===== src/port_protect_consts.svh =====
`ifndef PORT_PROTECT_CONSTS_SVH
`define PORT_PROTECT_CONSTS_SVH

// ****************************************
// Register offsets
// ****************************************
`define PP_REG_CTRL          8'h00
`define PP_REG_ACK           8'h01
`define PP_REG_FLAGS         8'h02

// ****************************************
// Control word fields
// ****************************************
`define PP_BIT_AUX_DIS       7
`define PP_BIT_BUS_DIS       6
`define PP_BIT_MODE_HI       5
`define PP_BIT_MODE_LO       4
`define PP_BIT_SINK_GATE     3
`define PP_BIT_SOURCE_GATE   2
`define PP_BIT_SW_HI         1
`define PP_BIT_SW_LO         0
`define PP_CTRL_RST          8'h00

// ****************************************
// Mode and switch encodings
// ****************************************
`define PP_MODE_HIB          2'h0
`define PP_MODE_LOWP         2'h2
`define PP_MODE_NORM         2'h1
`define PP_SW_CONN1          2'h1
`define PP_SW_CONN2          2'h2

// ****************************************
// Overcurrent recovery
// ****************************************
`define PP_RECOV_MASK        8'hcf
`define PP_RECOV_PAT         8'h08
`define PP_ACK_OCP_KEEP      8'h30
`define PP_CLK_PERIOD_NS     40
`define PP_OCP_HOLD_NS       40000
`define PP_OCP_HOLD_CYC      10'((`PP_OCP_HOLD_NS) / (`PP_CLK_PERIOD_NS))

// ****************************************
// Bus address
// ****************************************
`define PP_ADDR_BASE         6'h1a
`define PP_VARIANT           1'h0

`endif


===== src/port_protect_pkg.sv =====
package port_protect_pkg;

	typedef enum logic [3:0] {
		MODE_OFF  = 4'h1,
		MODE_HIB  = 4'h2,
		MODE_LOWP = 4'h4,
		MODE_NORM = 4'h8
	} mode_t;

	typedef enum logic [6:0] {
		ST_IDLE   = 7'h01,
		ST_ADDR   = 7'h02,
		ST_ACK    = 7'h04,
		ST_RX     = 7'h08,
		ST_TX     = 7'h10,
		ST_TXACK  = 7'h20,
		ST_TXNEXT = 7'h40
	} bus_st_t;

endpackage


===== src/pin_sync.sv =====
module pin_sync #(
	parameter int WIDTH = 1
) (
	input  wire logic             mclk_in,  // system clock
	input  wire logic             rst_n_in, // sync reset, active low
	input  wire logic [WIDTH-1:0] d_in,     // asynchronous pins
	output logic      [WIDTH-1:0] q_out     // synchronised copy
);

	logic [WIDTH-1:0] meta_q;
	logic [WIDTH-1:0] meta_d;
	logic [WIDTH-1:0] sync_d;

	always_comb begin
		meta_d = d_in;
		sync_d = meta_q;
		if (!rst_n_in) begin
			meta_d = '0;
			sync_d = '0;
		end
	end

	always_ff @(posedge mclk_in) begin
		meta_q <= meta_d;
		q_out  <= sync_d;
	end

endmodule


===== src/port_protect_mode_ctrl.sv =====
`include "port_protect_consts.svh"

// Notes on behaviour
// Hibernate, low power and normal mode are chosen only by writing the control word.
// With enable low the block is off, the bus is silent and every register sits at reset.
// Once enabled the block starts in hibernate with the bus live and CC switches off.
// Outside normal mode the fault flag pin shows VBUS presence instead of faults.
// Low power makes the CC switches high ohmic and turns dead-battery termination off.
// Low power protects the CC lines by the passive clamp, normal mode by the active switch.
// The bus address is 0110 10x with x taken from the address-select pin.
// When off the sink gate stays on, and the source gate is on only in normal mode.
// Register 1 echoes the settings, register 2 holds active-high fault flags.
// In normal mode the flag pin is pulled low on any overvoltage, overcurrent or overtemp.
// In normal mode a VBUS overcurrent clears the acknowledge state bits and sets its flag bit.
// Mode bits 00 hibernate, 10 low power, 01 normal, 11 unused.
// Discharge and source bits act when 1, sink bit opens when 1, one VCONN switch at most.
module port_protect_mode_ctrl (
	input  wire logic mclk_in,             // 25 MHz clock
	input  wire logic rst_n_in,            // sync reset, active low
	input  wire logic enable_in,           // enable pin
	input  wire logic addr_sel_in,         // address-select pin
	input  wire logic scl_in,              // bus clock pin
	input  wire logic sda_in,              // bus data pin level
	input  wire logic vbus_present_in,     // VBUS above lockout
	input  wire logic cc_overvolt_in,      // CC overvoltage detector
	input  wire logic overtemp_in,         // overtemperature detector
	input  wire logic bus_overvolt_in,     // VBUS overvoltage detector
	input  wire logic bus_overcurrent_in,  // VBUS overcurrent detector
	input  wire logic aux_overcurrent_in,  // VCONN overcurrent detector
	output logic      sda_out,             // bus data drive level
	output logic      sda_oe_out,          // bus data pull low
	output logic      fault_flag_out,      // flag pin drive level
	output logic      fault_flag_oe_out,   // flag pin pull low
	output logic      cc_switch_on_out,    // CC switches fully on
	output logic      cc_high_ohmic_out,   // CC switches high ohmic
	output logic      cc_clamp_out,        // passive CC clamp in use
	output logic      dead_batt_term_out,  // dead-battery termination
	output logic      sink_gate_on_out,    // sink path gate driver
	output logic      source_gate_on_out,  // source path gate driver
	output logic      bus_discharge_out,   // VBUS discharge path
	output logic      aux_discharge_out,   // VCONN discharge path
	output logic      conn_switch1_out,    // VCONN switch 1 closed
	output logic      conn_switch2_out,    // VCONN switch 2 closed
	output logic      current_sense_out,   // current sense amp on
	output logic      i2c_active_out       // bus interface live
);

	// ****************************************
	// Pin synchronisers
	// ****************************************
	logic [9:0] pins_s;
	logic       en_s;
	logic       asel_s;
	logic       scl_s;
	logic       sda_s;
	logic       vbus_s;
	logic       ccov_s;
	logic       otp_s;
	logic       bov_s;
	logic       boc_s;
	logic       aoc_s;

	pin_sync #(
		.WIDTH (10)
	) u_sync (
		.mclk_in  (mclk_in),
		.rst_n_in (rst_n_in),
		.d_in     ({enable_in, addr_sel_in, scl_in, sda_in, vbus_present_in,
			cc_overvolt_in, overtemp_in, bus_overvolt_in, bus_overcurrent_in,
			aux_overcurrent_in}),
		.q_out    (pins_s)
	);

	assign {en_s, asel_s, scl_s, sda_s, vbus_s, ccov_s, otp_s, bov_s, boc_s, aoc_s} = pins_s;

	logic run;
	assign run = rst_n_in & en_s;

	// ****************************************
	// Bus slave and control state
	// ****************************************
	port_protect_pkg::bus_st_t st_q, st_d;
	port_protect_pkg::mode_t   mode_q, mode_d;
	logic [7:0] sh_q, sh_d;
	logic [3:0] cnt_q, cnt_d;
	logic [7:0] ptr_q, ptr_d;
	logic       rd_q, rd_d;
	logic       first_q, first_d;
	logic       oe_q, oe_d;
	logic       scl_p_q, sda_p_q;
	logic [7:0] ctrl_q, ctrl_d;
	logic       lock_q, lock_d;
	logic [9:0] hold_q, hold_d;
	logic       ocp_p_q;
	logic [7:0] ack_q, ack_d;
	logic [7:0] flags_q, flags_d;
	logic [7:0] rbyte;
	logic       scl_rise, scl_fall, start, stop, ocp_rise, hold_done;

	assign scl_rise  = scl_s & ~scl_p_q;
	assign scl_fall  = ~scl_s & scl_p_q;
	assign start     = scl_s & scl_p_q & sda_p_q & ~sda_s;
	assign stop      = scl_s & scl_p_q & ~sda_p_q & sda_s;
	assign ocp_rise  = boc_s & ~ocp_p_q;
	assign hold_done = (hold_q == `PP_OCP_HOLD_CYC);

	// Control word is write-only and reads back as zero
	function automatic logic [7:0] read_reg(input logic [7:0] ptr, input logic [7:0] ack,
		input logic [7:0] flags);
		case (ptr)
			`PP_REG_ACK:   read_reg = ack;
			`PP_REG_FLAGS: read_reg = flags;
			default:       read_reg = 8'h00;
		endcase
	endfunction

	assign rbyte = read_reg(ptr_q, ack_q, flags_q);

	always_comb begin
		st_d    = st_q;
		sh_d    = sh_q;
		cnt_d   = cnt_q;
		ptr_d   = ptr_q;
		rd_d    = rd_q;
		first_d = first_q;
		oe_d    = oe_q;
		ctrl_d  = ctrl_q;
		lock_d  = lock_q;
		hold_d  = hold_q;
		// Recovery only accepted once the hold time has run out
		if (lock_q && !hold_done) begin
			hold_d = hold_q + 10'h001;
		end
		if (ocp_rise && mode_q == port_protect_pkg::MODE_NORM && !lock_q) begin
			lock_d = 1'b1;
			hold_d = 10'h000;
		end
		if (start) begin
			st_d  = port_protect_pkg::ST_ADDR;
			cnt_d = 4'h0;
			oe_d  = 1'b0;
		end else if (stop) begin
			st_d = port_protect_pkg::ST_IDLE;
			oe_d = 1'b0;
		end else begin
			case (st_q)
				port_protect_pkg::ST_IDLE: begin
					oe_d = 1'b0;
				end
				port_protect_pkg::ST_ADDR: begin
					if (scl_rise) begin
						sh_d  = {sh_q[6:0], sda_s};
						cnt_d = cnt_q + 4'h1;
					end else if (scl_fall && cnt_q == 4'h8) begin
						if (sh_q[7:1] == {`PP_ADDR_BASE, asel_s}) begin
							st_d    = port_protect_pkg::ST_ACK;
							oe_d    = 1'b1;
							rd_d    = sh_q[0];
							first_d = ~sh_q[0];
						end else begin
							st_d = port_protect_pkg::ST_IDLE;
						end
					end
				end
				port_protect_pkg::ST_ACK: begin
					if (scl_fall) begin
						cnt_d = 4'h0;
						sh_d  = rbyte;
						oe_d  = rd_q & ~rbyte[7];
						st_d  = rd_q ? port_protect_pkg::ST_TX : port_protect_pkg::ST_RX;
					end
				end
				port_protect_pkg::ST_RX: begin
					if (scl_rise) begin
						sh_d  = {sh_q[6:0], sda_s};
						cnt_d = cnt_q + 4'h1;
					end else if (scl_fall && cnt_q == 4'h8) begin
						st_d = port_protect_pkg::ST_ACK;
						oe_d = 1'b1;
						if (first_q) begin
							ptr_d   = sh_q;
							first_d = 1'b0;
						end else begin
							ptr_d = ptr_q + 8'h01;
							if (ptr_q == `PP_REG_CTRL) begin
								if (!lock_q) begin
									ctrl_d = sh_q;
								end else if (hold_done &&
									(sh_q & `PP_RECOV_MASK) == `PP_RECOV_PAT) begin
									ctrl_d = sh_q;
									lock_d = 1'b0;
								end
							end
						end
					end
				end
				port_protect_pkg::ST_TX: begin
					if (scl_fall) begin
						if (cnt_q == 4'h7) begin
							st_d  = port_protect_pkg::ST_TXACK;
							oe_d  = 1'b0;
							cnt_d = 4'h0;
						end else begin
							sh_d  = {sh_q[6:0], 1'b0};
							oe_d  = ~sh_q[6];
							cnt_d = cnt_q + 4'h1;
						end
					end
				end
				port_protect_pkg::ST_TXACK: begin
					if (scl_rise) begin
						if (sda_s) begin
							st_d = port_protect_pkg::ST_IDLE;
						end else begin
							st_d  = port_protect_pkg::ST_TXNEXT;
							ptr_d = ptr_q + 8'h01;
						end
					end
				end
				port_protect_pkg::ST_TXNEXT: begin
					if (scl_fall) begin
						sh_d  = rbyte;
						oe_d  = ~rbyte[7];
						cnt_d = 4'h0;
						st_d  = port_protect_pkg::ST_TX;
					end
				end
				default: begin
					st_d = port_protect_pkg::ST_IDLE;
					oe_d = 1'b0;
				end
			endcase
		end
		if (!run) begin
			st_d    = port_protect_pkg::ST_IDLE;
			sh_d    = 8'h00;
			cnt_d   = 4'h0;
			ptr_d   = 8'h00;
			rd_d    = 1'b0;
			first_d = 1'b0;
			oe_d    = 1'b0;
			ctrl_d  = `PP_CTRL_RST;
			lock_d  = 1'b0;
			hold_d  = 10'h000;
		end
	end

	always_ff @(posedge mclk_in) begin
		st_q    <= st_d;
		sh_q    <= sh_d;
		cnt_q   <= cnt_d;
		ptr_q   <= ptr_d;
		rd_q    <= rd_d;
		first_q <= first_d;
		oe_q    <= oe_d;
		ctrl_q  <= ctrl_d;
		lock_q  <= lock_d;
		hold_q  <= hold_d;
		scl_p_q <= run & scl_s;
		sda_p_q <= run & sda_s;
		ocp_p_q <= run & boc_s;
	end

	// ****************************************
	// Mode decode and output drivers
	// ****************************************
	logic       cc_on_d, hi_ohm_d, clamp_d, db_d, sink_d, src_d;
	logic       bdis_d, adis_d, sw1_d, sw2_d, sense_d, act_d, flag_d;
	logic       is_off, is_hib, is_lowp, is_norm, any_fault;
	logic [1:0] sw_sel;

	assign is_off    = (mode_q == port_protect_pkg::MODE_OFF);
	assign is_hib    = (mode_q == port_protect_pkg::MODE_HIB);
	assign is_lowp   = (mode_q == port_protect_pkg::MODE_LOWP);
	assign is_norm   = (mode_q == port_protect_pkg::MODE_NORM);
	assign any_fault = ccov_s | otp_s | bov_s | aoc_s | lock_q;
	assign sw_sel    = ctrl_q[`PP_BIT_SW_HI:`PP_BIT_SW_LO];

	always_comb begin
		case (ctrl_q[`PP_BIT_MODE_HI:`PP_BIT_MODE_LO])
			`PP_MODE_LOWP: mode_d = port_protect_pkg::MODE_LOWP;
			`PP_MODE_NORM: mode_d = port_protect_pkg::MODE_NORM;
			default:       mode_d = port_protect_pkg::MODE_HIB;
		endcase
		if (!run) begin
			mode_d = port_protect_pkg::MODE_OFF;
		end
		// CC stays off for the hold time after an overcurrent
		cc_on_d  = is_norm & ~(lock_q & ~hold_done);
		hi_ohm_d = is_lowp;
		clamp_d  = is_lowp;
		db_d     = is_off | is_hib;
		// Sink driver self-biased when off, cut on overcurrent
		if (is_off) begin
			sink_d = 1'b1;
		end else begin
			sink_d = ~ctrl_q[`PP_BIT_SINK_GATE] & ~lock_q;
		end
		src_d   = is_norm & ctrl_q[`PP_BIT_SOURCE_GATE] & ~lock_q;
		bdis_d  = is_norm & (ctrl_q[`PP_BIT_BUS_DIS] | lock_q);
		adis_d  = is_norm & (ctrl_q[`PP_BIT_AUX_DIS] | lock_q);
		sw1_d   = is_norm & ~lock_q & (sw_sel == `PP_SW_CONN1);
		sw2_d   = is_norm & ~lock_q & (sw_sel == `PP_SW_CONN2);
		sense_d = is_norm;
		act_d   = ~is_off;
		// Pin reports presence outside normal mode
		flag_d  = is_norm ? any_fault : vbus_s; // see R4
		ack_d   = lock_q ? (ctrl_q & `PP_ACK_OCP_KEEP) : ctrl_q; // see R9
		flags_d = {`PP_VARIANT, 1'b0, vbus_s, ccov_s, otp_s, bov_s, lock_q, aoc_s};
		if (!run) begin
			ack_d   = 8'h00;
			flags_d = 8'h00;
		end
	end

	always_ff @(posedge mclk_in) begin
		mode_q             <= mode_d;
		ack_q              <= ack_d;
		flags_q            <= flags_d;
		sda_out            <= 1'b0;
		sda_oe_out         <= oe_d;
		fault_flag_out     <= 1'b0;
		fault_flag_oe_out  <= flag_d;
		cc_switch_on_out   <= cc_on_d;
		cc_high_ohmic_out  <= hi_ohm_d;
		cc_clamp_out       <= clamp_d;
		dead_batt_term_out <= db_d;
		sink_gate_on_out   <= sink_d;
		source_gate_on_out <= src_d;
		bus_discharge_out  <= bdis_d;
		aux_discharge_out  <= adis_d;
		conn_switch1_out   <= sw1_d;
		conn_switch2_out   <= sw2_d;
		current_sense_out  <= sense_d;
		i2c_active_out     <= act_d;
	end

endmodule


===== config.mk =====
export PLATFORM = sky130hd
export DESIGN_NAME = port_protect_mode_ctrl
export DESIGN_NICKNAME = d
export VERILOG_FILES = /design/src/port_protect_pkg.sv /design/src/pin_sync.sv /design/src/port_protect_mode_ctrl.sv
export VERILOG_INCLUDE_DIRS = /design/src
export SDC_FILE = /design/constraint.sdc
export NUM_CORES = 1
export LEC_CHECK = 0
export BUFFER_PORTS_ARGS = -buffer_cell sky130_fd_sc_hd__buf_2
export CORE_MARGIN = 1.5
export CORE_UTILIZATION = 49
export DETAILED_ROUTE_END_ITERATION = 10
export HOLD_SLACK_MARGIN = 0.05
export PLACE_DENSITY = 0.67
export REMOVE_ABC_BUFFERS = 1
export SETUP_SLACK_MARGIN = 0.3
export SYNTH_ARGS = -nofsm -noshare
export SYNTH_HDL_FRONTEND = slang
export SYNTH_SLANG_ARGS = --single-unit

===== constraint.sdc =====
create_clock -name mclk_in -period 3.6 [get_ports mclk_in]
set_input_delay 0.18 -clock mclk_in [delete_from_list [all_inputs] [get_ports mclk_in]]
set_output_delay 0.18 -clock mclk_in [all_outputs]
set_load 0.05 [all_outputs]

==> metrics, run 1 <==
worst reg2reg path depth=6; # nets final=526; worst path cell trace=nor4b_1 -> nand2_1 -> o32ai_2 -> o21ai_0 -> a22oi_1 -> nor2_1; Post-Place Cells=591; setup TNS=0 ps; antenna cell count=0; Clock power frac=0.377; Worst EP required=3830 ps; fin area=4840 sq um; final hold vios=0; sequential share of power=0.598; crit-path max cell delay=760 ps; WL final=around 9000 um; Final Cycle Share=0.723; top_reg_cell synth=dfxtp_1; Core ar.=8720 sq um; Iteration-0 DRC Markers=170; HPWL Detailed=6190 um; Max rail drop VDD=238 uV; maximum clock rate=0.384 GHz; setup slack at placement=1090 ps; gr usage total=0.197; crit path max fanout=16; final std cells w/o fill=617; Clock Pin Slew Worst Setup and Hold Paths=120 ps; TritonCTS Buffers=9; io pins=28; placed cell area=around 4500 sq um; post-DR wirelength/cell=between 10 and 15 um; Crit Path Class=reg -> reg; via count=3423; Logic pwr share=0.025; power per standard cell area=roughly 400 nW/um^2; synth unique cells=63; Hold Path Cell Cnt=2; Avg Cell Area, Syn=9.17 sq um; drt drc=0; P_sw=470 uW; R2R Path Start=st_q[1]; GPL Wtd Cong=0.864; first drt pass iteration count=4; Fill cells=roughly 780; maximum clock insertion buffer count=2; CTS HTree Levels=3; number of global-route vias before repair=about 3300; Setup WS post-layout=999 ps; Worst Path Arrival=2830 ps; CTS tree=built; I/O Buffers=25; worst skew pair latency=380 ps; Setup crit end=ptr_q[2]; top cell type's share of synthesized area=0.464; yosys warns=0; Max-Cap Viols=0; antenna violations before repair=0; die width=a little under 100 um; Slew Limit Fails=0; EDFF count, synth=0; clock sinks=102; count leader, synth=dfxtp_1; status=finished clean; Synth top cells by count=dfxtp_1 (102), nor2_1 (39), nand2_1 (31); Setup Viol. Count Final=0; mapped cell area=4400 sq um; drt via density=5.55; CP startpoint kind=register; Worst Tran Pin Value=~1000 ps; clock skew=19.7 ps; Tightest Hold Check Type=in -> reg; post-CTS sizing=0; height of the chip=97.8 um; Max-slew headroom=0.319; Post-synth ARST share=0; RR Endpoint=ptr_q[2]; Reg2Reg Setup Slack=1000 ps; Initial Utilization=0.505; remaining global-route overflow=0; leading area contributor after synthesis=dfxtp_1; Switching Share=0.245; Leak=0.00167 uW; P_int=1450 uW; slowest CP cell=o32ai_2; origin of the worst setup path=st_q[1]; wire length of the first global-routing pass=15300 um; RSZ-0062 raised after global routing=no; P&R area growth vs syn=9.86%; Worst Setup End Kind=register; Yosys reg bits=102; sequential cell area fraction in the yosys report=0.464; layout cell share with drive strength beyond 1=0.114; Worst Hold Slack=274 ps; Mapped Cells=480; Die Area=9560 sq um; Antenna Nets Post-Route=0; row cnt=34; largest net degree at the start of global routing=34; Tmin final=2600 ps; synth top area cells=dfxtp_1 (46%), and2_1 (4.1%), nor2_1 (3.3%); root buffer cell=clkbuf_8
-- area by class of cell --
type	count	area, sq um	area share
multi-input cells	331	2140	0.442
inverters	24	90.1	0.0186
repair buffers	36	233	0.0481
clock inverters	6	62.6	0.0129
clock buffers	10	138	0.0285
well taps	108	135	0.0279
flip-flops and latches	102	2040	0.422
-- power by group through the flow --
stage | Sequential [uW] | Clock (uW) | Combinational (uW)
after floorplan | 1180 | 0 | 19.2
after global placement | 1170 | 0 | 38.5
after detailed placement | 1170 | 0 | 39.0
after CTS | 1150 | 739 | 47.4
after global routing | 1150 | 779 | 52.0
final | 1150 | 724 | 47.3
-- critical path: cells and delay by family, from the launching register on --
kind	cells	cell delay [ps]
AOI/OAI and AO/OA	3	1180
DFF	1	420
and+or+nand+nor	3	830
-- per-stage QoR --
| stage | util | total power, uW |
|---|---|---|
| floorplan | - | 1200 |
| global placement | 0.520 | 1210 |
| detailed placement | 0.520 | 1210 |
| CTS | 0.555 | 1930 |
| global route | 0.555 | 1980 |
| finish | 0.555 | 1920 |
-- worst min path at each step --
stage,to,from,slack [ps]
3_3_place_gp,u_sync.meta_q[3],overtemp_in,390
3_5_place_dp,u_sync.meta_q[4],cc_overvolt_in,390
2_1_floorplan,u_sync.meta_q[0],rst_n_in,300
5_1_grt,u_sync.meta_q[7],rst_n_in,290
6_report,u_sync.meta_q[9],rst_n_in,270
4_1_cts,u_sync.q_out[9],rst_n_in,260
-- kinds of logic (layout without fill, tap and decap cells) --
kind of cell | Yosys count | count (layout) | share of synthesized area
AND/OR/NAND/NOR | 200 | 200 | 0.264
multiplexers | 5 | 5 | 0.0114
adder cells (fa/ha/maj) | 10 | 10 | 0.0284
flip-flops | 102 | 102 | 0.464
AO/OA/AOI/OAI | 100 | 100 | 0.152
other | 1 | 2 | 0.000852
XOR/XNOR | 14 | 14 | 0.0279
buffers and inverters | 48 | 76 | 0.0517
-- per-layer routing --
layer	share of wire	vias up	global-route usage	wire length (um)
met5	0	-	0	0
met3	0.036	12	0.0387	320
met1	0.49	1604	0.267	4400
met2	0.46	65	0.317	4140
met4	0.013	0	0.0659	119
li1	-	1742	-	-
-- flip-flops by register name, summed over array words and instances, names as in the netlist, 4 cells and up --
register / count
mode_q: 4
ptr_q: 8
ack_q: 8
u_sync.meta_q: 10
ctrl_q: 8
hold_q: 10
cnt_q: 4
flags_q: 6
u_sync.q_out: 10
sh_q: 8
st_q: 7
-- cell usage in the layout, fill, tap and decap left out, types with 3 or more instances in the layout --
cell type	count
dfxtp_1	102
nor2_1	39
nand2_1	31
and2_1	29
buf_2	25
inv_1	24
a21oi_1	22
o21ai_0	20
nand3_1	18
a211oi_1	16
and3_1	14
nor3_1	13
a22oi_1	11
ha_1	10
clkbuf_8	10
dlygate4sd3_1	10
xor2_1	8
nand2b_1	7
xnor2_1	6
o21a_1	5
mux2i_1	5
nand4b_1	5
nor4_1	4
nand3b_1	4
or4_1	4
o31ai_1	3
or3_1	3
nor2b_1	3
nor3b_1	3
nand4_1	3
-- timing repair --
item | CTS | global route
endpoints found under the hold margin | 10 | 0
setup endpoints to repair | 0 | 0
hold buffers | 10 | 0
buffers inserted | 0 | 0
(Power assumes the default switching activity.)
==> inputs of run 2 (changes only) <==
Settings changed: ABC_AREA from default to 1, PLACE_DENSITY 0.67 to 0.69.
Clock period 3.6 ns to 2.2 ns, I/O delays scaled along.
==> run 2 against run 1 <==
- global-route usage increased by 2.3 points
- total power increased by 62%
- largest power group unchanged
- critical path depth increased by 4
- worst setup slack got worse by 570 ps
- clock power increased by 57%
- count of clock-buffer cells in the layout increased by 1
==> metrics, run 2 <==
gr usage total=0.220; Setup Viol. Count Final=0; Worst Setup End Kind=register; Clock Pin Slew Worst Setup and Hold Paths=90 ps; # nets final=756; Final Cycle Share=0.805; sequential cell area fraction in the yosys report=0.436; overall power=3110 uW; maximum clock rate=about 0.56 GHz; GPL Wtd Cong=0.900; HPWL Detailed=7460 um; antenna violations before repair=0; crit path max fanout=15; wire length of the first global-routing pass=17900 um; top_reg_cell synth=dfxtp_1; Post-synth ARST share=0; EDFF count, synth=0; Crit. path cell count=10; commonest cells after routing, fill and taps aside=nand2_1 (155), nor2_1 (117), inv_1 (107), dfxtp_1 (102), nand3_1 (50); WL final=10400 um; TritonCTS Buffers=9; crit-path max cell delay=approximately 330 ps; Max-Cap Viols=0; Yosys reg bits=102; yosys warns=0; I/O Buffers=25; die width=101 um; Worst Path Arrival=2060 ps; Avg Cell Area, Syn=6.83 sq um; top cell type's share of synthesized area=0.436; antenna cell count=0; slowest CP cell=dfxtp_1; R2R Path Start=cnt_q[0]; setup TNS=0 ps; synth unique cells=36; Max rail drop VDD=438 uV; Setup crit end=ctrl_q[2]; Iteration-0 DRC Markers=273; Tightest Hold Check Type=in -> reg; clock sinks=between 100 and 150; Slew Limit Fails=0; io pins=28; post-DR wirelength/cell=around 12 um; Tmin final=1770 ps; origin of the worst setup path=cnt_q[0]; status=finished clean; Antenna Nets Post-Route=0; first drt pass iteration count=6; Synth top cells by count=nand2_1 (156), nor2_1 (123), inv_1 (108); via count=4258; RR Endpoint=ctrl_q[2]; Bufs and invs on worst path=3; worst reg2reg path depth=10; worst skew pair latency=roughly 360 ps; final hold vios=0; Critical Path Most Common Cell=nand2_1; CP startpoint kind=register; Leak=0.00241 uW; Initial Utilization=0.507; CTS HTree Levels=3; RSZ-0062 raised after global routing=yes; clock skew=~12 ps; row cnt=35; Largest regs=hold_q (10), u_sync.meta_q (10), u_sync.q_out (10); synth top area cells=dfxtp_1 (44%), nand2_1 (12%), nor2_1 (9.8%); Core ar.=roughly 9000 sq um; Mapped Cells=686; count leader, synth=nand2_1; most common cell after layout, fill and taps aside=nand2_1; Die Area=10200 sq um; leading area contributor after synthesis=dfxtp_1; remaining global-route overflow=0; worst path cell trace=inv_1 -> ha_1 -> nand4_1 -> buf_4 -> nor3_2 -> o21ai_4 -> buf_12 -> nand2_1 -> nand2_1 -> nor2_1; drt drc=0; critical path's top delay family=simple AND/OR/NAND/NOR gates; power per standard cell area=581 nW/um^2; drt via density=roughly 4.9; CTS tree=built; Worst EP required=2490 ps; height of the chip=101 um; P&R area growth vs syn=14.1%; largest net degree at the start of global routing=21; maximum clock insertion buffer count=2; layout cell share with drive strength beyond 1=0.126; mapped cell area=4690 sq um; Reg2Reg Setup Slack=430 ps; root buffer cell=clkbuf_8; number of global-route vias before repair=4012; Crit Path Class=reg -> reg
==> run 2: changes by cell type in the layout (fill, tap and decap cells not counted), moves of 13 or more <==
cell | previous run | this run
nand2_1 | 31 | 155
inv_1 | 24 | 107
nor2_1 | 39 | 117
nand3_1 | 18 | 50
and2_1 | 29 | 0
a211oi_1 | 16 | 0
buf_4 | 1 | 14
==> run 2: cell families (layout without fill, tap and decap cells) <==
| logic type | count (synthesis) | count (layout) | synth area share |
|---|---|---|---|
| fa+ha+maj | 10 | 10 | 0.0267 |
| flops | 102 | 102 | 0.436 |
| compound gates | 57 | 57 | 0.0635 |
| buf+inv | 128 | 178 | 0.108 |
| xor+xnor | 7 | 7 | 0.0131 |
| other cells | 1 | 2 | 0.000800 |
| simple gates | 381 | 381 | 0.353 |
==> run 2: what timing repair did <==
| item | in CTS | in global routing |
|---|---|---|
| pin swaps | 0 | 3 |
| endpoints found under the hold margin | 10 | 0 |
| cloned | 0 | 0 |
| resized for setup | 2 | 11 |
| setup endpoints to repair | 10 | 29 |
| hold buffers | 10 | 0 |
| buffers inserted | 0 | 6 |
==> run 2: worst min-delay path: cells and delay by family <==
| kind | cells | cell delay (ps) |
|---|---|---|
| buf+inv | 3 | 340 |
| simple gates | 1 | 70 |
==> run 2: worst min-delay path by stage <==
| stage | start | to | slack, ps | depth (start not counted) |
|---|---|---|---|---|
| finish | rst_n_in | u_sync.meta_q[7] | 180 | 4 |
| global route | rst_n_in | u_sync.meta_q[9] | 190 | 4 |
| CTS | rst_n_in | u_sync.meta_q[7] | 180 | 4 |
| detailed placement | aux_overcurrent_in | u_sync.meta_q[0] | 290 | 3 |
| global placement | vbus_present_in | u_sync.meta_q[5] | 290 | 3 |
| floorplan | rst_n_in | u_sync.meta_q[0] | 200 | 2 |
==> run 2: cell type report <==
type	instances	area, sq um
clock buffers	11	131
clock inverters	3	46.3
fillers	897	3890
inverters	114	428
multi-input cells	457	2190
flip-flops and latches	102	2040
well taps	129	161
repair buffers	50	350
==> run 2: per-layer routing <==
metal	track usage	up-vias	part of all wire
met1	0.296	1940	0.47
met3	0.0319	13	0.051
li1	-	2190	-
met5	0	-	0
met2	0.362	115	0.47
met4	0.0704	0	0.013
==> run 2: power breakdown <==
group          internal, uW  total (uW)  switching, uW  leakage (uW)
logic                  35.6        92.6           57.0       0.00150
clock network           520        1140            620     0.0000859
registers              1870        1870           7.16      0.000826
==> run 2: metrics by stage <==
step | std cells | utilization | setup slack, ps | cell area, sq um | hold WS, ps
final | 866 | 0.579 | 429 | 5350 | 178
after global routing | 866 | 0.579 | 273 | 5350 | 192
after CTS | 860 | 0.569 | 397 | 5260 | 176
after detailed placement | 836 | 0.538 | 282 | 4970 | 294
after global placement | 836 | 0.538 | 333 | 4970 | 289
after floorplan | 673 | - | 581 | 4610 | 203
==> inputs of run 3 (changes only) <==
Clock period 2.2 ns to 1.4 ns, I/O delays scaled along.
==> run 3 against run 2 <==
- the run now ends with hold timing, setup timing left
- critical path depth unchanged
- sequential share of layout area down 10 points
- cell count up 15%
- hold slack worse by 200 ps
- critical path type unchanged
- critical endpoint is now sh_q[7]
- largest power group unchanged
- highest routed layer unchanged
==> metrics, run 3 (same netlist as run 2, synthesis figures left out) <==
Max-slew headroom=0.640; root buffer cell=clkbuf_8; CP startpoint kind=register; clock sinks=between 100 and 150; # nets final=886; Final Cycle Share=1.28; Slew Limit Fails=0; worst reg2reg path depth=10; final hold vios=1; via count=between 5000 and 6000; P&R area growth vs syn=57.7%; number of global-route vias before repair=4791; P_int=3840 uW; Setup Viol. Count Final=49; Die Area=10200 sq um; Worst Path Arrival=2070 ps; drt drc=0; worst skew pair latency=370 ps; post-DR wirelength/cell=16.8 um; RR Endpoint=sh_q[7]; WHS Endpoint=scl_p_q; Clock Pin Slew Worst Setup and Hold Paths=110 ps; fin area=about 7400 sq um; placed cell area=5720 sq um; Logic pwr share=0.038; failing checks=hold timing, setup timing; hold_buf cts=10; P_sw=1210 uW; Max-Cap Viols=0; Iteration-0 DRC Markers=597; Largest regs=hold_q (10), u_sync.meta_q (10), u_sync.q_out (10); remaining global-route overflow=0; Setup WS post-layout=-398 ps; CTS tree=built; height of the chip=slightly above 100 um; Leak=0.00324 uW; io pins=28; TritonCTS Buffers=9; Antenna Nets Post-Route=0; most common cell after layout, fill and taps aside=buf_4; Fill cells=483; FF/Latch Area=2070 sq um; I/O Buffers=25; Crit Path Class=reg -> reg; antenna violations before repair=0; Worst Hold Slack=-23.7 ps; Reg2Reg Setup Slack=-400 ps; maximum clock rate=0.556 GHz; RSZ-0062 raised after global routing=yes; Core ar.=approximately 9000 sq um; Worst Setup End Kind=register; largest net degree at the start of global routing=28; die width=101 um; first drt pass iteration count=6; status=complete, but fails checks; antenna cell count=0; Tightest Hold Check Type=in -> reg; Initial Utilization=0.507; R2R Path Start=st_q[4]; HPWL Detailed=8600 um; Max rail drop VDD=722 uV; crit path max fanout=12; sequential share of power=0.583; Switching Share=0.239; Worst Tran Pin Value=540 ps; multi-input logic area=3010 sq um; Tmin final=between 1500 and 2000 ps; clock skew=11.9 ps; maximum clock insertion buffer count=2; wire length of the first global-routing pass=21800 um; commonest cells after routing, fill and taps aside=buf_4 (111), nand2_1 (110), inv_1 (87), nor2_1 (85), dfxtp_1 (84); Final Core Density=0.800; WL final=16700 um; CTS HTree Levels=3; hold path start=rst_n_in; Hold Path Cell Cnt=3; gr usage total=0.273; Clock power frac=0.379; power per standard cell area=682 nW/um^2; GPL Wtd Cong=slightly above 0.9; row cnt=35; layout cell share with drive strength beyond 1=0.462; drt via density=5.42; Worst EP required=1670 ps
run 3: repair_timing:
action,4_1_cts,5_1_grt
cloned,1,1
setup buffers,20,16
hold endpoints to repair,12,1
resized for setup,165,150
pin swaps,49,67
endpoints found under the setup margin,62,62
run 3: final cells by class:
cell class,count,share of cell area
Clock inverter,6,0.00948
Tap cell,129,0.0218
Clock buffer,9,0.0168
Inverter,114,0.0618
Sequential cell,102,0.281
Timing Repair Buffer,180,0.203
Multi-Input combinational cell,457,0.407
run 3: metrics by stage:
stage / setup TNS (ps) / total power (uW) / instances / setup WS (ps)
after CTS: -5390 / 5000 / 980 / -184
after global placement: -10150 / 3140 / 934 / -279
after floorplan: -6760 / 3090 / 673 / -219
final: -10000 / 5040 / 997 / -398
after detailed placement: -11830 / 3150 / 934 / -348
after global routing: -13420 / 5160 / 997 / -460
run 3: worst max-delay path by stage:
stage                    startpoint         to  slack, ps  depth (start not counted)
finish                      st_q[4]    sh_q[7]       -400                         10
global route                st_q[4]    sh_q[7]       -460                         10
detailed placement        hold_q[1]  ctrl_q[4]       -350                          9
CTS                         st_q[5]    sh_q[0]       -180                         11
floorplan           u_sync.q_out[9]   ack_q[0]       -220                          4
global placement            st_q[3]   ptr_q[6]       -280                         10
run 3: routing by layer:
| layer | routed length, um | GRT usage |
|---|---|---|
| met3 | 1200 | 0.0347 |
| met2 | 8130 | 0.478 |
| met4 | 1030 | 0.126 |
| met5 | 0 | 0 |
| met1 | 6370 | 0.333 |
run 3: critical path: stages (launching register included):
cell and delay [ps]:
dfxtp_4 380, buf_6 120, nor2_4 190, nand2_2 100
nand2_4 130, buf_8 170, nor2_1 70, a21oi_1 250
nand3_1 150, nand2_1 90, nor2_1 50
run 3: power groups by stage:
stage / Clock (uW) / Sequential, uW / Combinational (uW)
2_1_floorplan: 0 / 3020 / 62.2
3_3_place_gp: 0 / 3010 / 130
3_5_place_dp: 0 / 3010 / 134
4_1_cts: 1890 / 2940 / 165
5_1_grt: 2010 / 2940 / 206
6_report: 1910 / 2940 / 191
